### config.mk
export PLATFORM = sky130hd
export DESIGN_NAME = tieps_top
export DESIGN_NICKNAME = d
export VERILOG_FILES = /design/src/design/tieps_pkg.sv /design/src/design/tieps_edge_if.sv /design/src/design/tieps_edge_det.sv /design/src/design/tieps_top.sv
export VERILOG_INCLUDE_DIRS = /design/src /design/src/design
export SDC_FILE = /design/constraint.sdc
export NUM_CORES = 1
export LEC_CHECK = 0
export ABC_AREA = 1
export CAP_MARGIN = 0
export CORE_AREA = 2 2 126 128
export DETAILED_ROUTE_END_ITERATION = 8
export DIE_AREA = 0 0 128 130
export DONT_BUFFER_PORTS = 1
export GPL_ROUTABILITY_DRIVEN = 0
export PLACE_DENSITY = 0.46
export SLEW_MARGIN = 20
export SYNTH_ARGS = -nofsm -noshare
export SYNTH_HDL_FRONTEND = slang
export SYNTH_HIERARCHICAL = 1
export SYNTH_SLANG_ARGS = --single-unit
export TNS_END_PERCENT = 10
### constraint.sdc
create_clock -name hclk -period 2.9 [get_ports hclk]
set_clock_uncertainty 0.05 [all_clocks]
set_input_delay 0.145 -clock hclk [delete_from_list [all_inputs] [get_ports hclk]]
set_output_delay 0.145 -clock hclk [all_outputs]
set_load 0.02 [all_outputs]
### src/design/tieps_consts.svh
// register offsets, field positions and reset values of the trigger-edge block
`ifndef TIEPS_CONSTS_SVH
`define TIEPS_CONSTS_SVH
`define TIEPS_CH0_CTRL_OFS   8'h00
`define TIEPS_CH1_CTRL_OFS   8'h04
`define TIEPS_STATUS_OFS     8'h08
`define TIEPS_CH0_COUNT_OFS  8'h0C
`define TIEPS_CH1_COUNT_OFS  8'h10
`define TIEPS_CTRL_RUN       0
`define TIEPS_CTRL_CLK_LO    1
`define TIEPS_CTRL_CLK_HI    2
`define TIEPS_CTRL_E1_LO     3
`define TIEPS_CTRL_E1_HI     4
`define TIEPS_CTRL_E2_LO     5
`define TIEPS_CTRL_E2_HI     6
`define TIEPS_CTRL_PIN_OUT   7
`define TIEPS_CTRL_CLR_START 8
`define TIEPS_CTRL_WIDTH     9
`define TIEPS_CTRL_RESET     9'h000
`define TIEPS_ST_EDGE_A      0
`define TIEPS_ST_EDGE_B1     1
`define TIEPS_ST_EDGE_B2     2
`define TIEPS_ST_CONFL_0     3
`define TIEPS_ST_CONFL_1     4
`define TIEPS_ST_BLOCKED     5
`define TIEPS_ST_WIDTH       6
`define TIEPS_ST_STICKY      6'h07
`define TIEPS_COUNT_MAX      16'hFFFF
`define TIEPS_DIV_SLOW_MASK  3'h7
`endif

### src/design/tieps_pkg.sv
// types shared by the trigger-edge block
package tieps_pkg;
  // count clock source of a channel
  typedef enum logic [1:0] {
    TIEPS_CLK_DIV2 = 2'h0,
    TIEPS_CLK_DIV8 = 2'h1,
    TIEPS_CLK_EXT  = 2'h2,
    TIEPS_CLK_OSC  = 2'h3
  } tieps_clk_sel_t;
  // valid-edge selection: bit 1 rising, bit 0 falling
  typedef enum logic [1:0] {
    TIEPS_EDGE_NONE = 2'h0,
    TIEPS_EDGE_FALL = 2'h1,
    TIEPS_EDGE_RISE = 2'h2,
    TIEPS_EDGE_BOTH = 2'h3
  } tieps_edge_sel_t;
endpackage : tieps_pkg

### src/design/tieps_edge_if.sv
// carrier between the block top and one trigger-edge detector
`timescale 1ns/1ns
`default_nettype none
interface tieps_edge_if;
  logic       pin;
  logic       tick;
  logic       en;
  logic [1:0] sel;
  logic       rise;
  logic       fall;
  logic       lvl;
  modport det  (input pin, input tick, input en, input sel, output rise, output fall, output lvl);
  modport user (output pin, output tick, output en, output sel, input rise, input fall, input lvl);
endinterface : tieps_edge_if
`default_nettype wire

### src/design/tieps_edge_det.sv
// noise-filtered valid-edge detector for one trigger input
`timescale 1ns/1ns
`default_nettype none
module tieps_edge_det
  import tieps_pkg::*;
(
  input  wire logic    hclk,
  input  wire logic    hresetn,
  tieps_edge_if.det    e
);
  logic samp_ff;
  logic lvl_ff;
  logic prev_ff;
  logic seen_run_ff;
  wire  stable  = e.tick & (e.pin == samp_ff);
  wire  track   = e.en | seen_run_ff;

  //////////////////////////////////////////////////////////////////////////////
  // sample on oscillator tick, accept level after two equal samples
  always_ff @(posedge hclk or negedge hresetn) begin
    if (!hresetn) begin
      samp_ff <= 1'b0;
      lvl_ff  <= 1'b0;
    end else begin
      if (e.tick) samp_ff <= e.pin;
      if (stable) lvl_ff <= e.pin;
    end
  end

  //////////////////////////////////////////////////////////////////////////////
  // edge history: stays low from reset until the first enable
  always_ff @(posedge hclk or negedge hresetn) begin
    if (!hresetn) begin
      prev_ff     <= 1'b0;
      seen_run_ff <= 1'b0;
    end else begin
      seen_run_ff <= seen_run_ff | e.en;
      if (track) prev_ff <= lvl_ff;
    end
  end

  // compare successive filtered levels, gated by the selected polarity
  assign e.rise = e.en & e.sel[1] & lvl_ff & ~prev_ff;
  assign e.fall = e.en & e.sel[0] & ~lvl_ff & prev_ff;
  assign e.lvl  = lvl_ff;
endmodule : tieps_edge_det
`default_nettype wire

### src/design/tieps_top.sv
// two-channel timer trigger-edge and pin-share block with an AHB-Lite register slave
//
// Summary of operation
// - While channel 0's second trigger edge is in use, port pin a is not its timer output, and vice versa.
// - While channel 1's second trigger edge is in use, port pin b is not its timer output, and vice versa.
// - A trigger input high since reset gives one rising edge when the channel is first enabled.
// - Re-enabling a stopped channel with its trigger input high gives no rising edge.
// - Trigger inputs are sampled by the oscillator tick, so external counting halts on oscillator CPU clock.
//
// The AHB-Lite interface to the registers and the register addresses were decided locally.
`timescale 1ns/1ns
`default_nettype none
`include "tieps_consts.svh"
module tieps_top
  import tieps_pkg::*;
(
  input  wire logic        hclk,
  input  wire logic        hresetn,
  input  wire logic        hsel,
  input  wire logic [7:0]  haddr,
  input  wire logic [1:0]  htrans,
  input  wire logic        hwrite,
  input  wire logic [2:0]  hsize,
  input  wire logic [31:0] hwdata,
  input  wire logic        hready,
  output logic             hreadyout,
  output logic             hresp,
  output logic [31:0]      hrdata,
  input  wire logic        osc_sample_tick,
  input  wire logic        cpu_on_int_osc,
  input  wire logic        ch1_first_trigger_in,
  input  wire logic        port_pin_a_i,
  output logic             port_pin_a_o,
  output logic             port_pin_a_oe,
  input  wire logic        port_pin_b_i,
  output logic             port_pin_b_o,
  output logic             port_pin_b_oe,
  output logic             ch0_timer_out,
  output logic             ch1_timer_out
);
  // two timer channels
  localparam int NCH = 2;

  // state registers
  logic [`TIEPS_CTRL_WIDTH-1:0] ctrl_ff [NCH];
  logic [15:0]                  cnt_ff  [NCH];
  logic [NCH-1:0]               tout_ff;
  logic [`TIEPS_ST_WIDTH-1:0]   st_ff;
  logic [2:0]                   div_ff;
  logic [31:0]                  rdata_ff;
  logic                         wr_pend_ff;
  logic [7:0]                   wr_addr_ff;

  //////////////////////////////////////////////////////////////////////////////
  // helpers

  // count tick for a channel from its clock selection
  function automatic logic cnt_tick(input logic [1:0] mode, input logic t2,
                                    input logic t8, input logic ext, input logic blk);
    case (mode)
      TIEPS_CLK_DIV2: cnt_tick = t2;
      TIEPS_CLK_DIV8: cnt_tick = t8;
      TIEPS_CLK_EXT:  cnt_tick = ext & ~blk;
      default:        cnt_tick = 1'b0;
    endcase
  endfunction : cnt_tick

  // read view of a control register
  function automatic logic [31:0] ctrl_word(input logic [`TIEPS_CTRL_WIDTH-1:0] c);
    ctrl_word = {{(32-`TIEPS_CTRL_WIDTH){1'b0}}, c};
  endfunction : ctrl_word

  // read view of a counter
  function automatic logic [31:0] cnt_word(input logic [15:0] c);
    cnt_word = {16'h0000, c};
  endfunction : cnt_word

  // word select of a register offset, low two address bits ignored
  function automatic logic reg_hit(input logic [7:0] a, input logic [7:0] ofs);
    reg_hit = (a[7:2] == ofs[7:2]);
  endfunction : reg_hit

  // any enabled edge of one detector
  function automatic logic edge_any(input logic r, input logic f);
    edge_any = r | f;
  endfunction : edge_any

  // write merge: clock field held while the channel runs
  function automatic logic [`TIEPS_CTRL_WIDTH-1:0] ctrl_merge(
    input logic                         running,
    input logic [`TIEPS_CTRL_WIDTH-1:0] old_val,
    input logic [`TIEPS_CTRL_WIDTH-1:0] new_val
  );
    logic [`TIEPS_CTRL_WIDTH-1:0] m;
    logic [1:0]                   keep;
    m    = new_val;
    keep = old_val[`TIEPS_CTRL_CLK_HI:`TIEPS_CTRL_CLK_LO];
    if (running) m[`TIEPS_CTRL_CLK_HI:`TIEPS_CTRL_CLK_LO] = keep;
    ctrl_merge = m;
  endfunction : ctrl_merge

  //////////////////////////////////////////////////////////////////////////////
  // bus decode
  wire       addr_ph  = hsel & htrans[1] & hready;
  wire       rd_req   = addr_ph & ~hwrite;
  wire       wr_req   = addr_ph & hwrite;
  wire       wr_ch0   = wr_pend_ff & reg_hit(wr_addr_ff, `TIEPS_CH0_CTRL_OFS);
  wire       wr_ch1   = wr_pend_ff & reg_hit(wr_addr_ff, `TIEPS_CH1_CTRL_OFS);
  wire       wr_st    = wr_pend_ff & reg_hit(wr_addr_ff, `TIEPS_STATUS_OFS);
  wire [7:0] rd_addr  = {haddr[7:2], 2'b00};

  //////////////////////////////////////////////////////////////////////////////
  // per-channel control fields
  wire [1:0] clk_sel  [NCH];
  wire [1:0] e1_sel   [NCH];
  wire [1:0] e2_raw   [NCH];
  wire [1:0] e2_sel   [NCH];
  wire       run      [NCH];
  wire       pin_out  [NCH];
  wire       clr_st   [NCH];
  wire       blocked  [NCH];
  wire       conflict [NCH];

  genvar g;
  generate
    for (g = 0; g < NCH; g++) begin : g_fld
      assign run[g]      = ctrl_ff[g][`TIEPS_CTRL_RUN];
      assign clk_sel[g]  = ctrl_ff[g][`TIEPS_CTRL_CLK_HI:`TIEPS_CTRL_CLK_LO];
      assign e1_sel[g]   = ctrl_ff[g][`TIEPS_CTRL_E1_HI:`TIEPS_CTRL_E1_LO];
      assign e2_raw[g]   = ctrl_ff[g][`TIEPS_CTRL_E2_HI:`TIEPS_CTRL_E2_LO];
      assign pin_out[g]  = ctrl_ff[g][`TIEPS_CTRL_PIN_OUT];
      assign clr_st[g]   = ctrl_ff[g][`TIEPS_CTRL_CLR_START];
      // timer output on the pin wins; its edge is then left unused
      assign e2_sel[g]   = pin_out[g] ? TIEPS_EDGE_NONE : e2_raw[g];
      assign conflict[g] = pin_out[g] & (e2_raw[g] != TIEPS_EDGE_NONE);
      assign blocked[g]  = cpu_on_int_osc & (clk_sel[g] == TIEPS_CLK_EXT);
    end
  endgenerate

  //////////////////////////////////////////////////////////////////////////////
  // edge detectors: ch0 second, ch1 first, ch1 second
  tieps_edge_if ea_if ();
  tieps_edge_if eb1_if ();
  tieps_edge_if eb2_if ();

  // channel 0 second trigger, shared with pin a
  assign ea_if.pin   = port_pin_a_i;
  assign ea_if.tick  = osc_sample_tick;
  assign ea_if.en    = run[0];
  assign ea_if.sel   = e2_sel[0];

  // channel 1 first trigger
  assign eb1_if.pin  = ch1_first_trigger_in;
  assign eb1_if.tick = osc_sample_tick;
  assign eb1_if.en   = run[1];
  assign eb1_if.sel  = e1_sel[1];

  // channel 1 second trigger, shared with pin b
  assign eb2_if.pin  = port_pin_b_i;
  assign eb2_if.tick = osc_sample_tick;
  assign eb2_if.en   = run[1];
  assign eb2_if.sel  = e2_sel[1];

  tieps_edge_det u_edge_a (
    .hclk    (hclk),
    .hresetn (hresetn),
    .e       (ea_if.det)
  );
  tieps_edge_det u_edge_b1 (
    .hclk    (hclk),
    .hresetn (hresetn),
    .e       (eb1_if.det)
  );
  tieps_edge_det u_edge_b2 (
    .hclk    (hclk),
    .hresetn (hresetn),
    .e       (eb2_if.det)
  );

  // valid edge seen by each detector
  wire edge_a  = edge_any(ea_if.rise, ea_if.fall);
  wire edge_b1 = edge_any(eb1_if.rise, eb1_if.fall);
  wire edge_b2 = edge_any(eb2_if.rise, eb2_if.fall);

  //////////////////////////////////////////////////////////////////////////////
  // count ticks and clear sources
  wire tick2 = div_ff[0];
  wire tick8 = (div_ff == `TIEPS_DIV_SLOW_MASK);
  wire ext_edge [NCH];
  wire clr_edge [NCH];
  wire cnt_en   [NCH];

  assign ext_edge[0] = 1'b0;  // channel 0 has no first trigger input
  assign ext_edge[1] = edge_b1;
  assign clr_edge[0] = 1'b0;
  // same edge as count clock and clear source is not honoured
  assign clr_edge[1] = clr_st[1] & edge_b1 & (clk_sel[1] != TIEPS_CLK_EXT);

  // per-channel count enable
  generate
    for (g = 0; g < NCH; g++) begin : g_tick
      assign cnt_en[g] = run[g] & cnt_tick(clk_sel[g], tick2, tick8, ext_edge[g], blocked[g]);
    end
  endgenerate

  // free running prescaler
  always_ff @(posedge hclk or negedge hresetn) begin
    if (!hresetn) div_ff <= 3'h0;
    else          div_ff <= div_ff + 3'h1;
  end

  //////////////////////////////////////////////////////////////////////////////
  // counters and timer outputs, output toggles on overflow
  generate
    for (g = 0; g < NCH; g++) begin : g_cnt
      wire ovf = cnt_en[g] & (cnt_ff[g] == `TIEPS_COUNT_MAX);
      always_ff @(posedge hclk or negedge hresetn) begin
        if (!hresetn) begin
          cnt_ff[g]  <= 16'h0000;
          tout_ff[g] <= 1'b0;
        end else begin
          if (clr_edge[g])    cnt_ff[g] <= 16'h0000;
          else if (cnt_en[g]) cnt_ff[g] <= cnt_ff[g] + 16'h0001;
          if (ovf)            tout_ff[g] <= ~tout_ff[g];
        end
      end
    end
  endgenerate

  //////////////////////////////////////////////////////////////////////////////
  // control registers; clock field frozen while the channel runs
  wire [`TIEPS_CTRL_WIDTH-1:0] wdat = hwdata[`TIEPS_CTRL_WIDTH-1:0];
  wire [`TIEPS_CTRL_WIDTH-1:0] nxt_ctrl0 = ctrl_merge(run[0], ctrl_ff[0], wdat);
  wire [`TIEPS_CTRL_WIDTH-1:0] nxt_ctrl1 = ctrl_merge(run[1], ctrl_ff[1], wdat);

  always_ff @(posedge hclk or negedge hresetn) begin
    if (!hresetn) begin
      ctrl_ff[0] <= `TIEPS_CTRL_RESET;
      ctrl_ff[1] <= `TIEPS_CTRL_RESET;
    end else begin
      if (wr_ch0) ctrl_ff[0] <= nxt_ctrl0;
      if (wr_ch1) ctrl_ff[1] <= nxt_ctrl1;
    end
  end

  //////////////////////////////////////////////////////////////////////////////
  // status: sticky edge flags (write one to clear, set wins), live flags
  wire [`TIEPS_ST_WIDTH-1:0] st_set;
  assign st_set[`TIEPS_ST_EDGE_A]  = edge_a;
  assign st_set[`TIEPS_ST_EDGE_B1] = edge_b1;
  assign st_set[`TIEPS_ST_EDGE_B2] = edge_b2;
  assign st_set[`TIEPS_ST_CONFL_0] = conflict[0];
  assign st_set[`TIEPS_ST_CONFL_1] = conflict[1];
  assign st_set[`TIEPS_ST_BLOCKED] = blocked[0] | blocked[1];
  wire [`TIEPS_ST_WIDTH-1:0] st_clr  = wr_st ? hwdata[`TIEPS_ST_WIDTH-1:0] : 6'h00;
  wire [`TIEPS_ST_WIDTH-1:0] nxt_st  = (((st_ff & ~st_clr) | st_set) & `TIEPS_ST_STICKY)
                                       | (st_set & ~`TIEPS_ST_STICKY);

  always_ff @(posedge hclk or negedge hresetn) begin
    if (!hresetn) st_ff <= 6'h00;
    else          st_ff <= nxt_st;
  end

  //////////////////////////////////////////////////////////////////////////////
  // bus slave: write taken in data phase, read data registered at address phase
  wire [31:0] rd_mux =
    reg_hit(rd_addr, `TIEPS_CH0_CTRL_OFS)  ? ctrl_word(ctrl_ff[0]) :
    reg_hit(rd_addr, `TIEPS_CH1_CTRL_OFS)  ? ctrl_word(ctrl_ff[1]) :
    reg_hit(rd_addr, `TIEPS_STATUS_OFS)    ? {26'h000_0000, st_ff} :
    reg_hit(rd_addr, `TIEPS_CH0_COUNT_OFS) ? cnt_word(cnt_ff[0]) :
    reg_hit(rd_addr, `TIEPS_CH1_COUNT_OFS) ? cnt_word(cnt_ff[1]) : 32'h0000_0000;

  always_ff @(posedge hclk or negedge hresetn) begin
    if (!hresetn) begin
      wr_pend_ff <= 1'b0;
      wr_addr_ff <= 8'h00;
      rdata_ff   <= 32'h0000_0000;
    end else begin
      wr_pend_ff <= wr_req;
      if (wr_req) wr_addr_ff <= rd_addr;
      if (rd_req) rdata_ff <= rd_mux;
    end
  end

  //////////////////////////////////////////////////////////////////////////////
  // outputs
  assign hreadyout     = 1'b1;   // zero wait states
  assign hresp         = 1'b0;   // always okay
  assign hrdata        = rdata_ff;
  assign port_pin_a_o  = tout_ff[0];
  assign port_pin_a_oe = pin_out[0];
  assign port_pin_b_o  = tout_ff[1];
  assign port_pin_b_oe = pin_out[1];
  assign ch0_timer_out = tout_ff[0];
  assign ch1_timer_out = tout_ff[1];

  // inputs and detector levels the block does not need
  logic unused_ok;
  assign unused_ok = ^{hsize, haddr[1:0], ea_if.lvl, eb1_if.lvl, eb2_if.lvl};
endmodule : tieps_top
`default_nettype wire

==> run_results.csv <==
group,metric,value,unit
outcome,status,"finished clean",
setup_path,setup.worst_path.start_class,"register",
sta,fin_setup_tns,0,ns
global_route,met3_usage,3.075,%
sta,hold_viol,0,
yosys,seq_area_frac_synth,45.55,%
setup_path,required,3.09,ns
detailed_routing,drt-total-wl,12800,um
layout,syn2layout_area_growth,11.32,%
floorplan,dieWidth,128,um
layout,diodes,0,
global_route,antenna_found_initial,0,
sta,slew_headroom,47.50,%
placement,dp_hpwl,9315,um
detailed_routing,vias,4327,
floorplan,die_h,130,um
detailed_routing,drt_pass1_iterations,4,
clock_network,clk_latency,0.36,ns
power_and_ir_drop,power.density,527.2,nW/um2
yosys,synthFlopType,"dfrtp_1",
yosys,postSynthCellCount,701,
sta,min_period_over_period,71.87,%
yosys,avgSynthCellArea,7.523,um2
sta,finalSetupViolCount,0,
floorplan,num_rows,46,
setup_path,critical-path-max-stage-delay,0.50,ns
setup_path,crit_arrival,2.27,ns
floorplan,initial_core_util,34.19,%
floorplan,dieArea,16640,um2
floorplan,core_area,15420,um2
yosys,ys_types,31,
global_route,grt_pass1_wl,21910,um
min_path,hold_class,"in -> reg",
global_route,grt_pass1_vias,4366,
sta,slew_viol_final,0,
clock_network,cts.reportedPaths.clkPinSlew,0.07,ns
setup_path,crit_path_end_kind,"register",
global_route,top_usage_layer,"met2",
power_and_ir_drop,cellLeakagePower,0.002883,uW
layout,fillers,1637,
clock_network,cts_buffer_depth,2,
yosys,ys_top_cells_by_count,"nand2_1 (200), dfrtp_1 (96), inv_1 (93)",
placement,io_buffers,0,
sta,rsz0062_at_grt,"no",
detailed_routing,wl_per_cell,13.96,um
global_route,grt_overflow_total,0,
setup_path,cp_common_cell,"inv_1",
power_and_ir_drop,peakVddDrop,0.2540,mV
clock_network,cts_tree,"done",
global_route,gr-usage-met2,28.28,%
floorplan,io_pins,95,
sta,fmax,479.8,MHz
run,max-cap-violations,0,
yosys,ys_warn_count,6,
clock_network,cts_max_level,3,
sta,worstMarginPinSlew,0.7851,ns
yosys,synth_area_leaders,"dfrtp_1 (46%), nand2_1 (14%), inv_1 (6.6%), nor2_1 (4.8%), nand3_1 (4.0%)",
setup_path,crit_type,"reg -> reg",
global_route,grt_max_degree,97,
yosys,synth-edff-count,0,
clock_network,clock-root-buffer,"clkbuf_16",
layout,drive_above_1_share,5.517,%
yosys,asyncSetResetFlopFracSynth,100.0,%
detailed_routing,ant_nets,0,
sta,post-route-min-period,2.084,ns
yosys,synth_top_cell_area_share,45.55,%
detailed_routing,viasPerCell,4.719,
global_route,use_met1,21.65,%
placement,place_inst,878,
clock_network,clkSinkCount,96,
setup_path,crit_slowest_cell,"dfrtp_1",
yosys,syn_area,5274,um2
yosys,synth-seq-cells,96,
yosys,yosysMostFrequentCell,"nand2_1",
global_route,grtUsageTotal,16.88,%
setup_path,crit_fanout,17,
detailed_routing,drt_iter0_drc,205,
layout,fin_cells,917,
detailed_routing,drc,0,
setup_path,crit_chain,"inv_1 -> nor3_1 -> inv_1 -> nand2_1 -> nand3_2 -> nand2_4 -> inv_1 -> nand2_1 -> o21ai_1",
clock_network,numCtsBuffers,9,
layout,final_nets,779,
yosys,yosysTopAreaCell,"dfrtp_1",
==> final timing paths <==
path                            cells after the start  slack, ns                            start                         endpoint
worst max-delay path                                9       0.82           ctrl_ff[0]$_DFFE_PN0N_           cnt_ff[13]$_DFFE_PN0P_
worst min-delay path                                2       0.01                        htrans[1]             wr_pend_ff$_DFF_PN0_
worst max register to register                      9       0.82           ctrl_ff[0]$_DFFE_PN0N_           cnt_ff[13]$_DFFE_PN0P_
worst min register to register                      2       0.43  u_edge_b1/seen_run_ff$_DFF_PN0_  u_edge_b1/seen_run_ff$_DFF_PN0_
max in group asynchronous                           2       2.07                          hresetn        ch0_timer_out$_DFFE_PN0P_
min in group asynchronous                           2       0.29                          hresetn            cnt_ff[5]$_DFFE_PN0P_
==> critical path: cells and delay by family, from the launching register on <==
| family | cells | cell delay [ns] |
|---|---|---|
| simple gates | 5 | 1.05 |
| flops | 1 | 0.50 |
| buf+inv | 3 | 0.31 |
| compound gates | 1 | 0.06 |
==> flip-flops by register name, indices dropped and copies added, names as in the netlist, 2 cells and up <==
signal / count
hrdata: 16
div_ff: 3
cnt_ff: 32
st_ff: 6
clr_st: 2
wr_addr_ff: 6
clk_sel: 4
ctrl_ff: 10
==> cell usage in the layout (no fill, tap or decap), types with 3 or more instances in the layout <==
| cell | n |
|---|---|
| dfrtp_1 | 96 |
| xnor2_1 | 6 |
| conb_1 | 18 |
| nor2_4 | 5 |
| nand3_2 | 3 |
| nand4_1 | 28 |
| ha_1 | 4 |
| o21ai_0 | 39 |
| nor3_1 | 9 |
| nand3_1 | 42 |
| clkbuf_16 | 9 |
| nor2_1 | 67 |
| inv_1 | 93 |
| o21ai_1 | 32 |
| dlygate4sd3_1 | 22 |
| inv_2 | 6 |
| xor2_1 | 8 |
| a21oi_1 | 14 |
| nand2_1 | 200 |
==> power by group <==
group          total (uW)  switching (uW)  leakage (uW)  internal (uW)
clock                1150             543      0.000137            609
sequential           1580             130       0.00117           1450
combinational         363             243       0.00157            120
==> final cells by class <==
class | instances | area, um2 | area share [%]
clock buffer | 12 | 246.5 | 4.199
tap | 192 | 240.2 | 4.092
multi-input combinational | 489 | 2320 | 39.51
inverter | 99 | 371.6 | 6.330
clock inverter | 4 | 27.53 | 0.4689
timing repair buffer | 25 | 262.8 | 4.476
sequential | 96 | 2402 | 40.92
==> timing repair <==
| item | 4_1_cts | 5_1_grt |
|---|---|---|
| endpoints found under the hold margin | 129 | 0 |
| gates resized for setup | 0 | 0 |
| hold buffers | 23 | 0 |
| setup buffers | 0 | 0 |
==> cells by family after synthesis <==
logic type      after synthesis  share of synthesized area [%]
buf+inv                     132                          11.60
xor+xnor                     14                          2.325
simple gates                364                          30.75
other cells                   2                         0.1424
fa+ha+maj                     4                         0.9490
compound gates               89                          8.683
flops                        96                          45.55
==> metal layers <==
| metal | routed length (um) | share of wire [%] |
|---|---|---|
| met5 | 0 | 0 |
| met2 | 6086 | 48 |
| met4 | 316 | 2.5 |
| met3 | 373 | 2.9 |
| met1 | 6028 | 47 |
==> through the flow <==
step | setup slack [ns] | hold WS [ns] | instance area [um2] | util [%] | total power [uW]
3_3_place_gp | 0.8790 | -0.1958 | 5349 | 34.68 | 1904
2_1_floorplan | 1.333 | -0.2006 | 5334 | - | 1844
5_1_grt | 0.6119 | 0.05334 | 5871 | 38.06 | 3249
4_1_cts | 0.8201 | 0.01700 | 5871 | 38.06 | 3125
3_5_place_dp | 0.8311 | -0.1950 | 5349 | 34.68 | 1916
6_report | 0.8156 | 0.01440 | 5871 | 38.06 | 3095
Note: power is estimated with default switching activity, not from simulation.
